`config.mk`:
```
export PLATFORM = sky130hd
export DESIGN_NAME = pcr_regs
export DESIGN_NICKNAME = d
export VERILOG_FILES = /design/src/pcr_pkg.sv /design/src/pcr_lock_sel.sv /design/src/pcr_regs.sv
export SDC_FILE = /design/constraint.sdc
export NUM_CORES = 1
export LEC_CHECK = 0
export BUFFER_PORTS_ARGS = -buffer_cell sky130_fd_sc_hd__buf_2
export CORE_MARGIN = 4
export CORE_UTILIZATION = 57
export CTS_BUF_LIST = sky130_fd_sc_hd__clkbuf_4
export DETAILED_ROUTE_END_ITERATION = 16
export PLACE_DENSITY = 0.87
export REMOVE_ABC_BUFFERS = 1
export SLEW_MARGIN = 20
export SYNTH_ARGS = -nofsm -noshare
export SYNTH_HDL_FRONTEND = slang
export SYNTH_SLANG_ARGS = --single-unit
```
`constraint.sdc`:
```
create_clock -name ref_clk -period 7 [get_ports ref_clk]
set_clock_uncertainty 0.1 [all_clocks]
set_input_delay 1.4 -clock ref_clk [delete_from_list [all_inputs] [get_ports ref_clk]]
set_output_delay 1.4 -clock ref_clk [all_outputs]
set_load 0.02 [all_outputs]
```
`src/pcr_pkg.sv`:
```
// constants for the loop-1 configuration and power-down register bank
package pcr_pkg;

	// ********************************************************************
	// register byte addresses
	// ********************************************************************
	localparam logic [15:0] PCR_ADDR_LOOP_FILTER = 16'h00B0;
	localparam logic [15:0] PCR_ADDR_MODE_LOCK   = 16'h00B1;
	localparam logic [15:0] PCR_ADDR_VCO1_MAN    = 16'h00B2;
	localparam logic [15:0] PCR_ADDR_VCO2_MAN    = 16'h00B3;
	localparam logic [15:0] PCR_ADDR_PD_MISC     = 16'h00B4;
	localparam logic [15:0] PCR_ADDR_REF_DIS     = 16'h00B5;
	localparam logic [15:0] PCR_ADDR_LOOP1_DIS   = 16'h00B6;
	localparam logic [15:0] PCR_ADDR_OUT_DIS     = 16'h00B7;
	localparam logic [15:0] PCR_ADDR_DLOOP_CAL   = 16'h00B8;

	// ********************************************************************
	// field positions
	// ********************************************************************
	localparam int PCR_PUMP_LSB     = 5;
	localparam int PCR_SERIES_LSB   = 3;
	localparam int PCR_CAP_LSB      = 1;
	localparam int PCR_POLE_BIT     = 0;
	localparam int PCR_SYNTH_BIT    = 3;
	localparam int PCR_LCOUNT_BIT   = 1;
	localparam int PCR_OVERRIDE_BIT = 0;
	localparam int PCR_OSCSEL_BIT   = 5;
	localparam int PCR_LOCKVAL_LSB  = 0;
	localparam int PCR_DOUBLER_BIT  = 0;
	localparam int PCR_REFDIS_LSB   = 0;
	localparam int PCR_LOOP1DIS_BIT = 4;
	localparam int PCR_DLOOP_LSB    = 2;
	localparam int PCR_CAL_LSB      = 0;

	// ********************************************************************
	// reset values
	// ********************************************************************
	localparam logic [2:0] PCR_RST_PUMP     = 3'h4;
	localparam logic [1:0] PCR_RST_SERIES   = 2'h1;
	localparam logic [1:0] PCR_RST_CAP      = 2'h1;
	localparam logic       PCR_RST_POLE     = 1'h1;
	localparam logic       PCR_RST_LCOUNT   = 1'h1;
	localparam logic       PCR_RST_OVERRIDE = 1'h0;
	localparam logic       PCR_RST_OSCSEL   = 1'h1;
	localparam logic [4:0] PCR_RST_LOCK_A   = 5'h0B;
	localparam logic [4:0] PCR_RST_LOCK_B   = 5'h00;
	localparam logic       PCR_RST_SYNTH    = 1'h0;
	localparam logic       PCR_RST_DOUBLER  = 1'h0;
	localparam logic       PCR_RST_LOOP1DIS = 1'h0;

	// ********************************************************************
	// analog settings decoded for the loop
	// ********************************************************************
	localparam logic [9:0] PCR_PUMP_STEP_UA = 10'h06E;

	// pump current in microamps, equal steps from the first step
	function automatic logic [9:0] pcr_pump_ua(input logic [2:0] code);
		logic [9:0] steps;
		steps = {7'h00, code} + 10'h001;
		pcr_pump_ua = 10'(steps * PCR_PUMP_STEP_UA);
	endfunction : pcr_pump_ua

	// parallel capacitor in picofarads
	function automatic logic [7:0] pcr_cap_pf(input logic [1:0] code);
		unique case (code)
			2'h0: pcr_cap_pf = 8'h28;
			2'h1: pcr_cap_pf = 8'h50;
			2'h2: pcr_cap_pf = 8'h8C;
			2'h3: pcr_cap_pf = 8'hC8;
		endcase
	endfunction : pcr_cap_pf

	// series resistor in ohms
	function automatic logic [10:0] pcr_series_ohm(input logic [1:0] code);
		unique case (code)
			2'h0: pcr_series_ohm = 11'h14A;
			2'h1: pcr_series_ohm = 11'h280;
			2'h2: pcr_series_ohm = 11'h4B0;
			2'h3: pcr_series_ohm = 11'h6FE;
		endcase
	endfunction : pcr_series_ohm

endpackage : pcr_pkg

```
`src/pcr_lock_sel.sv`:
```
// manual lock selection for the loop-1 oscillators
`timescale 1ns/1ps
module pcr_lock_sel
	import pcr_pkg::*;
(
	input  wire logic       ref_clk,
	input  wire logic       rst,
	input  wire logic       override,
	input  wire logic       osc_sel,
	input  wire logic [4:0] lock_a,
	input  wire logic [4:0] lock_b,
	output logic            manual_active,
	output logic            osc_a_chosen,
	output logic [4:0]      lock_val
);

	// in automatic mode the loop's own lock logic owns the value; zero here
	always_ff @(posedge ref_clk or posedge rst) begin
		if (rst) begin
			manual_active <= 1'b0;
			osc_a_chosen  <= 1'b1;
			lock_val      <= 5'h00;
		end else begin
			manual_active <= override;
			osc_a_chosen  <= osc_sel;
			if (!override) begin
				lock_val <= 5'h00;
			end else if (osc_sel) begin
				lock_val <= lock_a;
			end else begin
				lock_val <= lock_b;
			end
		end
	end

endmodule : pcr_lock_sel

```
`src/pcr_regs.sv`:
```
// loop-1 configuration and chip power-down register bank
`timescale 1ns/1ps
// What this block does
// pump current 3 bits, reset 100b, 110-880uA
// series resistor 2 bits, reset 01b
// parallel capacitor 2 bits, reset 01b
// second pole bit, reset 1, higher resistance
// lock count bit, reset 1 (16ppm)
// lock override reset 0, 1 gives manual
// manual oscillator select, 1 first, reset 1
// first oscillator lock value, reset 01011b
// second oscillator lock value, reset zero
// synthesizer mode bit, reset 0
// software forces free-run with synth mode
// crystal doubler off bit, reset 0
// four reference disable bits, reset 0
// analog loop 1 disable, reset 0
// eight output disables, driver tristated
// two digital loop disables, reset 0
// two calibration hold bits, reset 0
// software writes reserved bits as zero
// all fields read/write, reset to defaults
module pcr_regs
	import pcr_pkg::*;
#(
	parameter int NUM_REFS    = 4,
	parameter int NUM_OUTPUTS = 8,
	parameter int NUM_DLOOPS  = 2
)(
	input  wire logic                   ref_clk,
	input  wire logic                   rst,
	input  wire logic [15:0]            reg_addr,
	input  wire logic                   reg_wr,
	input  wire logic [7:0]             reg_wdata,
	input  wire logic                   reg_rd,
	output logic      [7:0]             reg_rdata,
	output logic                        reg_ack,
	output logic                        reg_miss,
	output logic      [2:0]             loop1_pump_current,
	output logic      [9:0]             loop1_pump_ua,
	output logic      [1:0]             loop1_series_res,
	output logic      [10:0]            loop1_series_ohm,
	output logic      [1:0]             loop1_parallel_cap,
	output logic      [7:0]             loop1_cap_pf,
	output logic                        loop1_second_pole,
	output logic                        loop1_lock_count_sel,
	output logic                        loop1_lock_override,
	output logic                        loop1_manual_osc_sel,
	output logic      [4:0]             loop1_osc_a_lock_val,
	output logic      [4:0]             loop1_osc_b_lock_val,
	output logic                        loop1_manual_active,
	output logic                        loop1_osc_a_chosen,
	output logic      [4:0]             loop1_active_lock_val,
	output logic                        loop1_synth_only,
	output logic                        xtal_doubler_off,
	output logic      [NUM_REFS-1:0]    ref_input_off,
	output logic                        analog_loop1_off,
	output logic      [NUM_OUTPUTS-1:0] output_off,
	output logic      [NUM_OUTPUTS-1:0] output_drive_en,
	output logic      [NUM_DLOOPS-1:0]  digital_loop_off,
	output logic      [1:0]             loop_cal_hold
);

	// ********************************************************************
	// elaboration checks
	// ********************************************************************
	// each group has to fit its byte without moving neighbouring fields
	if (NUM_REFS < 1 || NUM_REFS > 4) begin : g_bad_refs
		$error("NUM_REFS must lie between 1 and 4");
	end
	if (NUM_OUTPUTS < 1 || NUM_OUTPUTS > 8) begin : g_bad_outs
		$error("NUM_OUTPUTS must lie between 1 and 8");
	end
	if (NUM_DLOOPS < 1 || NUM_DLOOPS > 2) begin : g_bad_dloops
		$error("NUM_DLOOPS must lie between 1 and 2");
	end

	// ********************************************************************
	// decoded reset values
	// ********************************************************************
	// worked out once here so the asynchronous reset loads plain constants
	localparam logic [9:0]  RST_PUMP_UA    = pcr_pump_ua(PCR_RST_PUMP);
	localparam logic [10:0] RST_SERIES_OHM = pcr_series_ohm(PCR_RST_SERIES);
	localparam logic [7:0]  RST_CAP_PF     = pcr_cap_pf(PCR_RST_CAP);

	// ********************************************************************
	// address decode
	// ********************************************************************
	logic hit_filter;
	logic hit_mode;
	logic hit_vco1;
	logic hit_vco2;
	logic hit_misc;
	logic hit_ref;
	logic hit_loop1;
	logic hit_out;
	logic hit_dloop;
	logic hit_any;

	assign hit_filter = (reg_addr == PCR_ADDR_LOOP_FILTER);
	assign hit_mode   = (reg_addr == PCR_ADDR_MODE_LOCK);
	assign hit_vco1   = (reg_addr == PCR_ADDR_VCO1_MAN);
	assign hit_vco2   = (reg_addr == PCR_ADDR_VCO2_MAN);
	assign hit_misc   = (reg_addr == PCR_ADDR_PD_MISC);
	assign hit_ref    = (reg_addr == PCR_ADDR_REF_DIS);
	assign hit_loop1  = (reg_addr == PCR_ADDR_LOOP1_DIS);
	assign hit_out    = (reg_addr == PCR_ADDR_OUT_DIS);
	assign hit_dloop  = (reg_addr == PCR_ADDR_DLOOP_CAL);
	assign hit_any    = hit_filter | hit_mode | hit_vco1 | hit_vco2 |
	                    hit_misc | hit_ref | hit_loop1 | hit_out | hit_dloop;

	// ********************************************************************
	// loop-1 filter register
	// ********************************************************************
	always_ff @(posedge ref_clk or posedge rst) begin
		if (rst) begin
			loop1_pump_current <= PCR_RST_PUMP;
			loop1_series_res   <= PCR_RST_SERIES;
			loop1_parallel_cap <= PCR_RST_CAP;
			loop1_second_pole  <= PCR_RST_POLE;
		end else if (reg_wr && hit_filter) begin
			loop1_pump_current <= reg_wdata[PCR_PUMP_LSB +: 3];
			loop1_series_res   <= reg_wdata[PCR_SERIES_LSB +: 2];
			loop1_parallel_cap <= reg_wdata[PCR_CAP_LSB +: 2];
			loop1_second_pole  <= reg_wdata[PCR_POLE_BIT];
		end
	end

	// ********************************************************************
	// decoded analog settings
	// ********************************************************************
	// decoded analog values follow the codes one cycle later
	always_ff @(posedge ref_clk or posedge rst) begin
		if (rst) begin
			loop1_pump_ua    <= RST_PUMP_UA;
			loop1_series_ohm <= RST_SERIES_OHM;
			loop1_cap_pf     <= RST_CAP_PF;
		end else begin
			loop1_pump_ua    <= pcr_pump_ua(loop1_pump_current);
			loop1_series_ohm <= pcr_series_ohm(loop1_series_res);
			loop1_cap_pf     <= pcr_cap_pf(loop1_parallel_cap);
		end
	end

	// ********************************************************************
	// loop-1 mode and lock registers
	// ********************************************************************
	// synth mode needs the digital loop forced to free-run by software;
	// that field lives elsewhere, so nothing here enforces it
	always_ff @(posedge ref_clk or posedge rst) begin
		if (rst) begin
			loop1_synth_only     <= PCR_RST_SYNTH;
			loop1_lock_count_sel <= PCR_RST_LCOUNT;
			loop1_lock_override  <= PCR_RST_OVERRIDE;
		end else if (reg_wr && hit_mode) begin
			loop1_synth_only     <= reg_wdata[PCR_SYNTH_BIT];
			loop1_lock_count_sel <= reg_wdata[PCR_LCOUNT_BIT];
			loop1_lock_override  <= reg_wdata[PCR_OVERRIDE_BIT];
		end
	end

	always_ff @(posedge ref_clk or posedge rst) begin
		if (rst) begin
			loop1_manual_osc_sel <= PCR_RST_OSCSEL;
			loop1_osc_a_lock_val <= PCR_RST_LOCK_A;
		end else if (reg_wr && hit_vco1) begin
			loop1_manual_osc_sel <= reg_wdata[PCR_OSCSEL_BIT];
			loop1_osc_a_lock_val <= reg_wdata[PCR_LOCKVAL_LSB +: 5];
		end
	end

	always_ff @(posedge ref_clk or posedge rst) begin
		if (rst) begin
			loop1_osc_b_lock_val <= PCR_RST_LOCK_B;
		end else if (reg_wr && hit_vco2) begin
			loop1_osc_b_lock_val <= reg_wdata[PCR_LOCKVAL_LSB +: 5];
		end
	end

	// ********************************************************************
	// manual lock selection
	// ********************************************************************

	pcr_lock_sel u_lock_sel (
		.ref_clk       (ref_clk),
		.rst           (rst),
		.override      (loop1_lock_override),
		.osc_sel       (loop1_manual_osc_sel),
		.lock_a        (loop1_osc_a_lock_val),
		.lock_b        (loop1_osc_b_lock_val),
		.manual_active (loop1_manual_active),
		.osc_a_chosen  (loop1_osc_a_chosen),
		.lock_val      (loop1_active_lock_val)
	);

	// ********************************************************************
	// power-down registers
	// ********************************************************************
	always_ff @(posedge ref_clk or posedge rst) begin
		if (rst) begin
			xtal_doubler_off <= PCR_RST_DOUBLER;
		end else if (reg_wr && hit_misc) begin
			xtal_doubler_off <= reg_wdata[PCR_DOUBLER_BIT];
		end
	end

	always_ff @(posedge ref_clk or posedge rst) begin
		if (rst) begin
			ref_input_off <= '0;
		end else if (reg_wr && hit_ref) begin
			ref_input_off <= reg_wdata[PCR_REFDIS_LSB +: NUM_REFS];
		end
	end

	always_ff @(posedge ref_clk or posedge rst) begin
		if (rst) begin
			analog_loop1_off <= PCR_RST_LOOP1DIS;
		end else if (reg_wr && hit_loop1) begin
			analog_loop1_off <= reg_wdata[PCR_LOOP1DIS_BIT];
		end
	end

	// the drive enable is a second flop so the pad sees a clean level
	always_ff @(posedge ref_clk or posedge rst) begin
		if (rst) begin
			output_off      <= '0;
			output_drive_en <= '1;
		end else if (reg_wr && hit_out) begin
			output_off      <= reg_wdata[NUM_OUTPUTS-1:0];
			output_drive_en <= ~reg_wdata[NUM_OUTPUTS-1:0];
		end
	end

	always_ff @(posedge ref_clk or posedge rst) begin
		if (rst) begin
			digital_loop_off <= '0;
			loop_cal_hold    <= 2'h0;
		end else if (reg_wr && hit_dloop) begin
			digital_loop_off <= reg_wdata[PCR_DLOOP_LSB +: NUM_DLOOPS];
			loop_cal_hold    <= reg_wdata[PCR_CAL_LSB +: 2];
		end
	end

	// ********************************************************************
	// read-back
	// ********************************************************************
	// reserved bits are not stored: software must write them as zero,
	// and they read as zero, which saves flops
	logic [7:0] next_rdata;

	always_comb begin
		next_rdata = 8'h00;
		if (hit_filter) begin
			next_rdata[PCR_PUMP_LSB +: 3]   = loop1_pump_current;
			next_rdata[PCR_SERIES_LSB +: 2] = loop1_series_res;
			next_rdata[PCR_CAP_LSB +: 2]    = loop1_parallel_cap;
			next_rdata[PCR_POLE_BIT]        = loop1_second_pole;
		end else if (hit_mode) begin
			next_rdata[PCR_SYNTH_BIT]    = loop1_synth_only;
			next_rdata[PCR_LCOUNT_BIT]   = loop1_lock_count_sel;
			next_rdata[PCR_OVERRIDE_BIT] = loop1_lock_override;
		end else if (hit_vco1) begin
			next_rdata[PCR_OSCSEL_BIT]       = loop1_manual_osc_sel;
			next_rdata[PCR_LOCKVAL_LSB +: 5] = loop1_osc_a_lock_val;
		end else if (hit_vco2) begin
			next_rdata[PCR_LOCKVAL_LSB +: 5] = loop1_osc_b_lock_val;
		end else if (hit_misc) begin
			next_rdata[PCR_DOUBLER_BIT] = xtal_doubler_off;
		end else if (hit_ref) begin
			next_rdata[PCR_REFDIS_LSB +: NUM_REFS] = ref_input_off;
		end else if (hit_loop1) begin
			next_rdata[PCR_LOOP1DIS_BIT] = analog_loop1_off;
		end else if (hit_out) begin
			next_rdata[NUM_OUTPUTS-1:0] = output_off;
		end else if (hit_dloop) begin
			next_rdata[PCR_DLOOP_LSB +: NUM_DLOOPS] = digital_loop_off;
			next_rdata[PCR_CAL_LSB +: 2]            = loop_cal_hold;
		end
	end

	// read data holds until the next read; unmapped reads give zero
	// a write in the same cycle lands after the old value is read
	always_ff @(posedge ref_clk or posedge rst) begin
		if (rst) begin
			reg_rdata <= 8'h00;
		end else if (reg_rd) begin
			reg_rdata <= next_rdata;
		end
	end

	// one-cycle answer to every access, with a miss flag beside it
	always_ff @(posedge ref_clk or posedge rst) begin
		if (rst) begin
			reg_ack  <= 1'b0;
			reg_miss <= 1'b0;
		end else begin
			reg_ack  <= reg_wr | reg_rd;
			reg_miss <= (reg_wr | reg_rd) & ~hit_any;
		end
	end

endmodule : pcr_regs

```
==> results of run 1 <==
## logic make-up (layout without fill, tap and decap cells)
| kind of cell | after synthesis | count (layout) | share of synthesized area, % |
|---|---|---|---|
| AO/OA/AOI/OAI | 49 | 49 | 7.97 |
| buffers and inverters | 44 | 157 | 5.02 |
| adder cells (fa/ha/maj) | 22 | 22 | 7.14 |
| XOR/XNOR | 5 | 5 | 1.08 |
| flip-flops | 86 | 86 | 53.7 |
| multiplexers | 50 | 50 | 14.3 |
| other | 1 | 5 | 0.0922 |
| AND/OR/NAND/NOR | 78 | 78 | 10.7 |
## layout by cell type, fill, tap and decap left out, drive strengths merged, types with 5 or more instances in the layout
cell type and n:
o21ai 17, dfstp 26, or2 5, nor2b 12, dfrtp 60, nand3 5
buf 118, nor2 15, inv 22, ha 20, a21oi 5, mux2 41
clkbuf 10, mux2i 8, nand2 16
## how the worst min path moves through the flow
stage / from / to / slack (ns) / cells after the start
2_1_floorplan: loop1_parallel_cap[0]$_DFFE_PP1P_ / loop1_cap_pf[6]$_DFF_PP1_ / 0.33 / 0
3_3_place_gp: loop1_parallel_cap[0]$_DFFE_PP1P_ / loop1_cap_pf[6]$_DFF_PP1_ / 0.31 / 0
3_5_place_dp: loop1_parallel_cap[0]$_DFFE_PP1P_ / loop1_cap_pf[6]$_DFF_PP1_ / 0.31 / 0
4_1_cts: loop1_parallel_cap[0]$_DFFE_PP1P_ / loop1_cap_pf[6]$_DFF_PP1_ / 0.33 / 0
5_1_grt: loop1_parallel_cap[0]$_DFFE_PP1P_ / loop1_cap_pf[6]$_DFF_PP1_ / 0.34 / 0
6_report: loop1_parallel_cap[0]$_DFFE_PP1P_ / loop1_cap_pf[6]$_DFF_PP1_ / 0.33 / 0
## layer usage
| metal | wire (microns) | up-vias | GRT usage [%] | share of wire (%) |
|---|---|---|---|---|
| li1 | - | 1387 | - | - |
| met2 | 4610 | 121 | 37.5 | 50 |
| met3 | 660 | 16 | 4.71 | 7.1 |
| met5 | 0 | - | 0 | 0 |
| met4 | 147 | 0 | 8.17 | 1.6 |
| met1 | 3850 | 1451 | 28.2 | 42 |
## through the flow
step	power [mW]	setup slack, ns	utilization, %	cell area, sq um
final	0.858	3.37	70.5	4840
after global routing	0.893	3.13	70.4	4840
after CTS	0.863	3.36	70.4	4830
after detailed placement	0.554	3.04	68.0	4670
after global placement	0.553	3.10	68.0	4670
after floorplan	0.530	3.32	-	3960
## final cells by class
| type | count | area, sq um |
|---|---|---|
| flip-flops and latches | 86 | 2180 |
| fillers | 511 | 2030 |
| multi-input cells | 208 | 1690 |
| repair buffers | 118 | 597 |
| well taps | 96 | 120 |
| inverters | 23 | 87.6 |
| clock inverters | 6 | 86.3 |
| clock buffers | 10 | 75.1 |
| diodes | 1 | 2.50 |
## power groups by stage
| stage | clock network, mW | registers [mW] | logic [mW] |
|---|---|---|---|
| 2_1_floorplan | 0 | 0.511 | 0.0190 |
| 4_1_cts | 0.318 | 0.500 | 0.0457 |
| 6_report | 0.312 | 0.500 | 0.0459 |
| 5_1_grt | 0.341 | 0.500 | 0.0508 |
| 3_3_place_gp | 0 | 0.509 | 0.0445 |
| 3_5_place_dp | 0 | 0.509 | 0.0457 |
## worst max-delay path: cells and delay by family, from the launching register on
| family | cells | cell delay [ns] |
|---|---|---|
| adders and majority gates | 5 | 1.43 |
| xor gates and xnor gates | 1 | 0.26 |
| buffers and inverters | 2 | 0.15 |
| and+or+nand+nor | 2 | 0.31 |
| AOI/OAI and AO/OA | 4 | 0.76 |
| DFF | 1 | 0.54 |
## state kept, by name, indices dropped and copies added (netlist names), 5 cells and up
signal                cells
loop1_pump_ua             9
output_drive_en           8
output_off                8
reg_rdata                 8
loop1_cap_pf              6
loop1_series_ohm          6
loop1_osc_a_lock_val      5
loop1_osc_b_lock_val      5
u_lock_sel.lock_val       5
==> run metrics, run 1 <==
Power Dens Cells 177 nW/um^2; Die Footprint 8550 sq um; critical path launch point loop1_pump_current[1]$_DFFE_PP0P_; CP Data Required Time 7.25 ns; Crit-path slowest cell sky130_fd_sc_hd__dfrtp_1; share of cells above drive strength 1 46.6%; row cnt 30; insertion delay of the later-clocked pin in the worst-skew pair 0.41 ns; Final Hold Viols 0; placed cell count 531; Sw Ratio 23.1%; signed area change from the synthesized netlist to the final layout 19.1%; Reg2Reg Launch Point loop1_pump_current[1]$_DFFE_PP0P_; sequential element share of the synthesized area 53.7%; critical path arrival 3.88 ns; Synth Instances 335; number of port buffers 117; Synth Cell Area 4070 sq um; count of unique library cells instantiated by Yosys 55; Reg2Reg Capture Point loop1_pump_ua[9]$_DFF_PP1_; Pint 0.660 mW; status complete, no violations; number of synthesized flops with an enable pin 0; number of warning messages in the yosys log 0; register bit total from synthesis 86; top post-synthesis cells by area sky130_fd_sc_hd__dfrtp_1, sky130_fd_sc_hd__dfstp_2, sky130_fd_sc_hd__mux2_2; NetSw 0.198 mW; Hold WS 0.329 ns; fraction of post-synthesis cell area in the top cell type by area 36.9%; width of the chip 92.5 microns; final number of max-transition violations 0; residual DRC count 0; drt first-iter violations 162; CP Launch Type flip-flop; clock sink count 86; actual slew at the worst max-slew pin 0.918 ns; placer's final routability congestion estimate 0.863; worst-path fanout max 9; endpoint type of the worst setup path flip-flop; max cap viols 0; cell with the most instances after synthesis sky130_fd_sc_hd__dfrtp_1; Die H 92.5 microns; largest net degree at the start of global routing 87; Avg Cell Area, Syn 12.1 sq um; combinational share of power 5.4%; relative slew slack 38.8%; antenna violations before repair 0; Worst IR Drop VDD 141 uV; setup slack of the most critical reg-to-reg path 3.37 ns; Tcrit/Tclk final 51.9%; Max Freq 275 MHz; starting utilization of the core area 59.2%; total of cells resized after clock tree synthesis 0; setup bufs post-CTS 0; TNS Setup 0 ns; global router's overall resource usage 22.2%; clock buffer count from CTS 9; Cell Count, Final, Fillers Out 548; standby leakage power 2.53 nW; Clock Tree Root sky130_fd_sc_hd__clkbuf_4; critical path, cell by cell ha_1 -> xor2_1 -> inv_1 -> ha_1 -> inv_1 -> ha_1 -> a21o_1 -> fa_1 -> ha_1 -> nor2b_1 -> o21ai_0 -> a21boi_0 -> o211a_1 -> nor3b_1; average detailed-routed wire length per instance 16.9 microns; clock-pin transition on the worst setup and hold timing paths 0.14 ns; count of vias placed by the detailed router 2975; Tightest Hold Check Type flip-flop to flip-flop; vias in the first global route 3067; number of buffers added to fix hold violations after cts 0; most common library cells after synthesis sky130_fd_sc_hd__dfrtp_1, sky130_fd_sc_hd__mux2_2, sky130_fd_sc_hd__dfstp_2, sky130_fd_sc_hd__inv_1, sky130_fd_sc_hd__ha_1; worst reg-to-reg path cell count 14; main flop type after synthesis sky130_fd_sc_hd__dfrtp_1; length of the first detailed-routing pass in iterations 4; total overflow reported by the global router 0; final routed wirelength across all metal layers 9.27 mm; number of H-tree branching levels 3; asr flop ratio synth 100%; I/O pin count 122; setup repair after global routing missed its margin false; first-pass GRT wire length 15.0 mm; final worst path period need 3.63 ns; critical path type flip-flop to flip-flop; Final #Nets 496; TritonCTS clock tree yes; Detail Placement HPWL 6.91 mm; Bufs on Longest Clock Path 2; detailed-route vias per instance 5.43; Flop pwr share 58.3%; post-synthesis cell type with the largest combined area sky130_fd_sc_hd__dfrtp_1; Floorplan Core Area 6870 sq um; number of nets still failing antenna checks after routing 0; worst setup path endpoint loop1_pump_ua[9]$_DFF_PP1_; slowest cell delay on critical path 0.54 ns; clock group share of total power 36.4%; number of endpoints failing setup at the final stage 0; dominant cell type by count on the critical path sky130_fd_sc_hd__ha_1
Power figures use the tool's default switching activity.
==> run 2, diff against run 1 <==
Settings changed: CORE_UTILIZATION 57 to 53, PLACE_DENSITY 0.87 to 0.82.
Clock period 7 ns to 3.5 ns, I/O delays scaled along.
==> run 2 against run 1 <==
Power up 85%. Via count rose by 2.6%. Routed wire length up 3.4%. Fmax rose by 9.2%. Sequential cell count stayed put. Hold slack worse by 0.056 ns. Critical endpoint unchanged.
==> run metrics, run 2 (same netlist as run 1, synthesis figures left out) <==
Detail Placement HPWL 7.31 mm; clock-pin transition on the worst setup and hold timing paths 0.14 ns; TritonCTS clock tree yes; Largest register FFs 9; vias in the first global route 3103; most common library cell in the layout ignoring fill and taps sky130_fd_sc_hd__buf_2; number of nets still failing antenna checks after routing 0; first-pass GRT wire length 15.3 mm; final-layout fill cell count 592; relative slew slack 48.7%; drt first-iter violations 160; Final #Nets 502; number of endpoints failing setup at the final stage 0; Tightest Hold Check Type primary input to async pin; critical path arrival 3.58 ns; most frequent cells in the layout sky130_fd_sc_hd__buf_2, sky130_fd_sc_hd__dfrtp_1, sky130_fd_sc_hd__mux2_2, sky130_fd_sc_hd__dfstp_2, sky130_fd_sc_hd__inv_1; Clock Tree Root sky130_fd_sc_hd__clkbuf_4; row cnt 31; clock sink count 86; average detailed-routed wire length per instance 17.2 microns; Tcrit/Tclk final 95.0%; NetSw 0.398 mW; CP Data Required Time 3.75 ns; Sw Ratio 25.1%; Max Freq 301 MHz; Die H 95.6 microns; number of port buffers 117; Reg2Reg Capture Point loop1_pump_ua[9]$_DFF_PP1_; max cap viols 0; starting utilization of the core area 55.2%; dominant cell type by count on the critical path sky130_fd_sc_hd__ha_1; Worst IR Drop VDD 196 uV; setup slack of the most critical reg-to-reg path 0.17 ns; setup repair after global routing missed its margin false; Bufs on Longest Clock Path 2; Final Hold Viols 0; count of vias placed by the detailed router 3052; Reg2Reg Launch Point loop1_pump_current[0]$_DFFE_PP0P_; residual DRC count 0; detailed-route vias per instance 5.49; number of buffers added to fix hold violations after cts 0; largest net degree at the start of global routing 46; standby leakage power 2.54 nW; width of the chip 95.6 microns; setup bufs post-CTS 0; actual slew at the worst max-slew pin 0.769 ns; placer's final routability congestion estimate 0.881; clock group share of total power 30.9%; insertion delay of the later-clocked pin in the worst-skew pair 0.43 ns; fin util 66.0%; share of cells above drive strength 1 48.4%; antenna violations before repair 0; status complete, no violations; clock buffer count from CTS 9; TNS Setup 0 ns; Pint 1.19 mW; signed area change from the synthesized netlist to the final layout 19.6%; Floorplan Core Area 7370 sq um; global router's overall resource usage 22.3%; number of H-tree branching levels 3; final routed wirelength across all metal layers 9.58 mm; worst reg-to-reg path cell count 14; Power Dens Cells 326 nW/um^2; area used by multi-input combinational logic 1710 sq um; area of all sequential standard cells 2180 sq um; slowest cell delay on critical path 0.43 ns; final number of max-transition violations 0; worst-path fanout max 3; endpoint type of the worst setup path flip-flop; total overflow reported by the global router 0; Crit-path slowest cell sky130_fd_sc_hd__fa_1; length of the first detailed-routing pass in iterations 4; critical path, cell by cell ha_2 -> xor2_2 -> inv_1 -> ha_1 -> inv_1 -> ha_1 -> a21o_1 -> fa_1 -> ha_1 -> nor2b_1 -> o21ai_2 -> a21boi_2 -> o211a_1 -> nor3b_2; Hold WS 0.273 ns; critical path type flip-flop to flip-flop; critical path launch point loop1_pump_current[0]$_DFFE_PP0P_; number of diodes 0; Die Footprint 9140 sq um; combinational share of power 5.9%; final worst path period need 3.33 ns; Flop pwr share 63.1%; CP Launch Type flip-flop; I/O pin count 122; Most flops, register loop1_pump_ua
-- run 2: changes by cell type in the layout (fill, tap and decap cells not counted), sizes merged --
| cell | previous run | this run |
|---|---|---|
| inv | 22 | 23 |
| buf | 118 | 124 |
| clkbuf | 10 | 11 |
| diode | 1 | 0 |
| bufinv | 2 | 0 |
-- run 2: worst max-delay path, delay by kind of cell, from the launching register on --
| family | cells | cell delay, ns |
|---|---|---|
| adder cells (fa/ha/maj) | 5 | 1.40 |
| AO/OA/AOI/OAI | 4 | 0.67 |
| flip-flops | 1 | 0.41 |
| AND/OR/NAND/NOR | 2 | 0.30 |
| XOR/XNOR | 1 | 0.20 |
| buffers and inverters | 2 | 0.15 |
-- run 2: repair_timing --
item | in CTS | in global routing
resized for setup | 2 | 5
pin swaps | 0 | 3
endpoints found under the setup margin | 1 | 1
-- run 2: power groups by stage --
| stage | combinational, mW | sequential, mW | clock [mW] |
|---|---|---|---|
| 6_report | 0.0942 | 1.00 | 0.490 |
| 5_1_grt | 0.105 | 1.00 | 0.558 |
| 4_1_cts | 0.0948 | 1.00 | 0.506 |
| 3_5_place_dp | 0.0949 | 1.02 | 0 |
| 3_3_place_gp | 0.0923 | 1.02 | 0 |
| 2_1_floorplan | 0.0381 | 1.02 | 0 |
-- run 2: routing by layer --
metal	vias up	global-route usage, %	wire length [microns]
met5	-	0	0
met4	0	7.58	205
met3	17	6.47	764
met2	134	36.0	4590
met1	1503	28.8	4020
li1	1398	-	-
-- run 2: area by class of cell --
class | count | area share (%)
clock buffer | 11 | 1.70
inverter | 23 | 1.80
tap | 99 | 2.55
clock inverter | 5 | 0.721
sequential | 86 | 44.9
multi-input combinational | 208 | 35.2
timing repair buffer | 124 | 13.1
-- run 2: how the worst max path moves through the flow --
stage	to	depth (start not counted)
3_3_place_gp	loop1_pump_ua[9]$_DFF_PP1_	14
6_report	loop1_pump_ua[9]$_DFF_PP1_	14
4_1_cts	loop1_pump_ua[9]$_DFF_PP1_	14
5_1_grt	loop1_pump_ua[9]$_DFF_PP1_	14
3_5_place_dp	loop1_pump_ua[9]$_DFF_PP1_	14
2_1_floorplan	loop1_pump_ua[9]$_DFF_PP1_	14
-- run 2: per-stage QoR --
stage          instance area [sq um]  worst slack (ns)  power, mW  cells
6_report                        4860             0.174       1.58    556
5_1_grt                         4860            0.0201       1.66    556
4_1_cts                         4850            0.0253       1.60    556
3_5_place_dp                    4720           -0.0655       1.11    540
3_3_place_gp                    4720             0.193       1.11    540
2_1_floorplan                   3960            0.0767       1.06    317
==> run 3, diff against run 2 <==
Settings changed: CELL_PAD_IN_SITES_DETAIL_PLACEMENT set to 1, CELL_PAD_IN_SITES_GLOBAL_PLACEMENT set to 2, CORE_UTILIZATION 53 to 34, PLACE_DENSITY 0.82 to unset, PLACE_DENSITY_LB_ADDON set to 0.1.
==> run 3 against run 2 <==
Clock power rose by 18%. Combinational power rose by 2.7%. Via count fell by 1.9%. Highest routed layer unchanged.
==> run metrics, run 3 (same netlist as run 1, synthesis figures left out) <==
smallest setup slack after layout 0.187 ns; relative slew slack 50.7%; placed cell count 586; final-layout fill cell count 1319; clock sink count 86; detailed-route vias per instance 4.97; number of port buffers 117; TritonCTS clock tree yes; Worst IR Drop VDD 166 uV; Clock Tree Root sky130_fd_sc_hd__clkbuf_4; I/O pin count 122; Bufs on Longest Clock Path 2; slowest cell delay on critical path 0.44 ns; share of cells above drive strength 1 48.3%; number of H-tree branching levels 3; critical path arrival 3.58 ns; insertion delay of the later-clocked pin in the worst-skew pair 0.45 ns; Power Dens Cells 337 nW/um^2; max cap viols 0; critical path type flip-flop to flip-flop; clock-pin transition on the worst setup and hold timing paths 0.13 ns; vias in the first global route 3232; Crit-path slowest cell sky130_fd_sc_hd__fa_1; Tcrit/Tclk final 94.7%; starting utilization of the core area 35.2%; largest net degree at the start of global routing 46; row cnt 39; first-pass GRT wire length 18.0 mm; CP Data Required Time 3.76 ns; total overflow reported by the global router 0; placer's final routability congestion estimate 0.791; setup slack of the most critical reg-to-reg path 0.19 ns; width of the chip 117 microns; endpoint type of the worst setup path flip-flop; Cell Count, Final, Fillers Out 603; standby leakage power 2.58 nW; Largest register FFs 9; Die Footprint 13800 sq um; CP Launch Type flip-flop; number of buffers added to fix hold violations after cts 0; actual slew at the worst max-slew pin 0.739 ns; Reg2Reg Capture Point loop1_pump_ua[9]$_DFF_PP1_; critical path, cell by cell ha_1 -> xor2_2 -> inv_1 -> ha_1 -> inv_1 -> ha_1 -> a21o_1 -> fa_1 -> ha_1 -> nor2b_1 -> o21ai_2 -> a21boi_2 -> o211a_1 -> nor3b_1; most frequent cells in the layout sky130_fd_sc_hd__buf_2, sky130_fd_sc_hd__dfrtp_1, sky130_fd_sc_hd__mux2_2, sky130_fd_sc_hd__dfstp_2, sky130_fd_sc_hd__inv_1; final number of max-transition violations 0; antenna violations before repair 0; number of nets still failing antenna checks after routing 0; status complete, no violations; clock buffer count from CTS 9; number of endpoints failing setup at the final stage 0; Max Freq 302 MHz; Final Hold Viols 0; Die H 117 microns; Most flops, register loop1_pump_ua; area used by multi-input combinational logic 1700 sq um; Floorplan Core Area 11600 sq um; global router's overall resource usage 16.7%; area of all sequential standard cells 2180 sq um; final worst path period need 3.31 ns; drt first-iter violations 70; post-layout instance area 4960 sq um; most common library cell in the layout ignoring fill and taps sky130_fd_sc_hd__buf_2; pre-CTS worst setup slack -0.0416 ns; setup repair after global routing missed its margin false; placed cell area 4800 sq um; Reg2Reg Launch Point loop1_pump_current[0]$_DFFE_PP0P_; count of vias placed by the detailed router 2995; residual DRC count 0; average detailed-routed wire length per instance 18.4 microns; signed area change from the synthesized netlist to the final layout 22.1%; length of the first detailed-routing pass in iterations 4; number of diodes 0; Final #Nets 505; final routed wirelength across all metal layers 11.1 mm; Hold WS 0.235 ns; PnR Total Power 1.67 mW; Tightest Hold Check Type primary input to async pin; fin util 42.9%; worst reg-to-reg path cell count 14; Detail Placement HPWL 8.31 mm; dominant cell type by count on the critical path sky130_fd_sc_hd__ha_1; TNS Setup 0 ns; worst-path fanout max 3
run 3: changes by cell type in the layout (fill, tap and decap cells not counted), sizes merged:
cell	delta
bufinv	+1
inv	-1
clkinvlp	-3
clkbuf	+1
buf	+3
clkinv	+2
run 3: critical path, delay by kind of cell (launching register included):
kind | cells | cell delay [ns]
simple gates | 2 | 0.36
fa+ha+maj | 5 | 1.45
compound gates | 4 | 0.61
flops | 1 | 0.40
buf+inv | 2 | 0.14
xor+xnor | 1 | 0.18
run 3: what timing repair did:
item                       CTS  global route
setup buffers                0             1
gates resized for setup      2             3
setup endpoints to repair    1             1
pin swaps                    0             1
hold endpoints to repair     0             0
run 3: how the worst max path moves through the flow:
| stage | start | endpoint | slack, ns | cells after the start |
|---|---|---|---|---|
| finish | loop1_pump_current[0]$_DFFE_PP0P_ | loop1_pump_ua[9]$_DFF_PP1_ | 0.19 | 14 |
| global placement | loop1_pump_current[0]$_DFFE_PP0P_ | loop1_pump_ua[9]$_DFF_PP1_ | 0.15 | 14 |
| global route | loop1_pump_current[0]$_DFFE_PP0P_ | loop1_pump_ua[9]$_DFF_PP1_ | 0.03 | 14 |
| detailed placement | loop1_pump_current[0]$_DFFE_PP0P_ | loop1_pump_ua[9]$_DFF_PP1_ | -0.04 | 14 |
| CTS | loop1_pump_current[0]$_DFFE_PP0P_ | loop1_pump_ua[9]$_DFF_PP1_ | 0.03 | 14 |
| floorplan | loop1_pump_current[1]$_DFFE_PP0P_ | loop1_pump_ua[9]$_DFF_PP1_ | 0.08 | 14 |
run 3: cell type report:
type	instances	share of cell area, %
Sequential cell	86	44.0
Clock inverter	4	0.958
Timing Repair Buffer	127	13.6
Clock buffer	12	1.81
Multi-Input combinational cell	208	34.3
Inverter	23	1.76
Tap cell	143	3.60
run 3: per-layer routing:
layer | vias up | global-route usage, % | part of all wire [%]
li1 | 1400 | - | -
met1 | 1498 | 21.3 | 46
met2 | 85 | 27.6 | 48
met5 | - | 0 | 0
met4 | 0 | 6.60 | 1.7
met3 | 12 | 3.66 | 4.6
run 3: power breakdown:
part,switching (mW),leakage (nW),internal (mW)
logic,0.0693,1.44,0.0275
clock network,0.337,0.0789,0.240
registers,0.00140,1.07,0.998
total,0.407,2.58,1.27
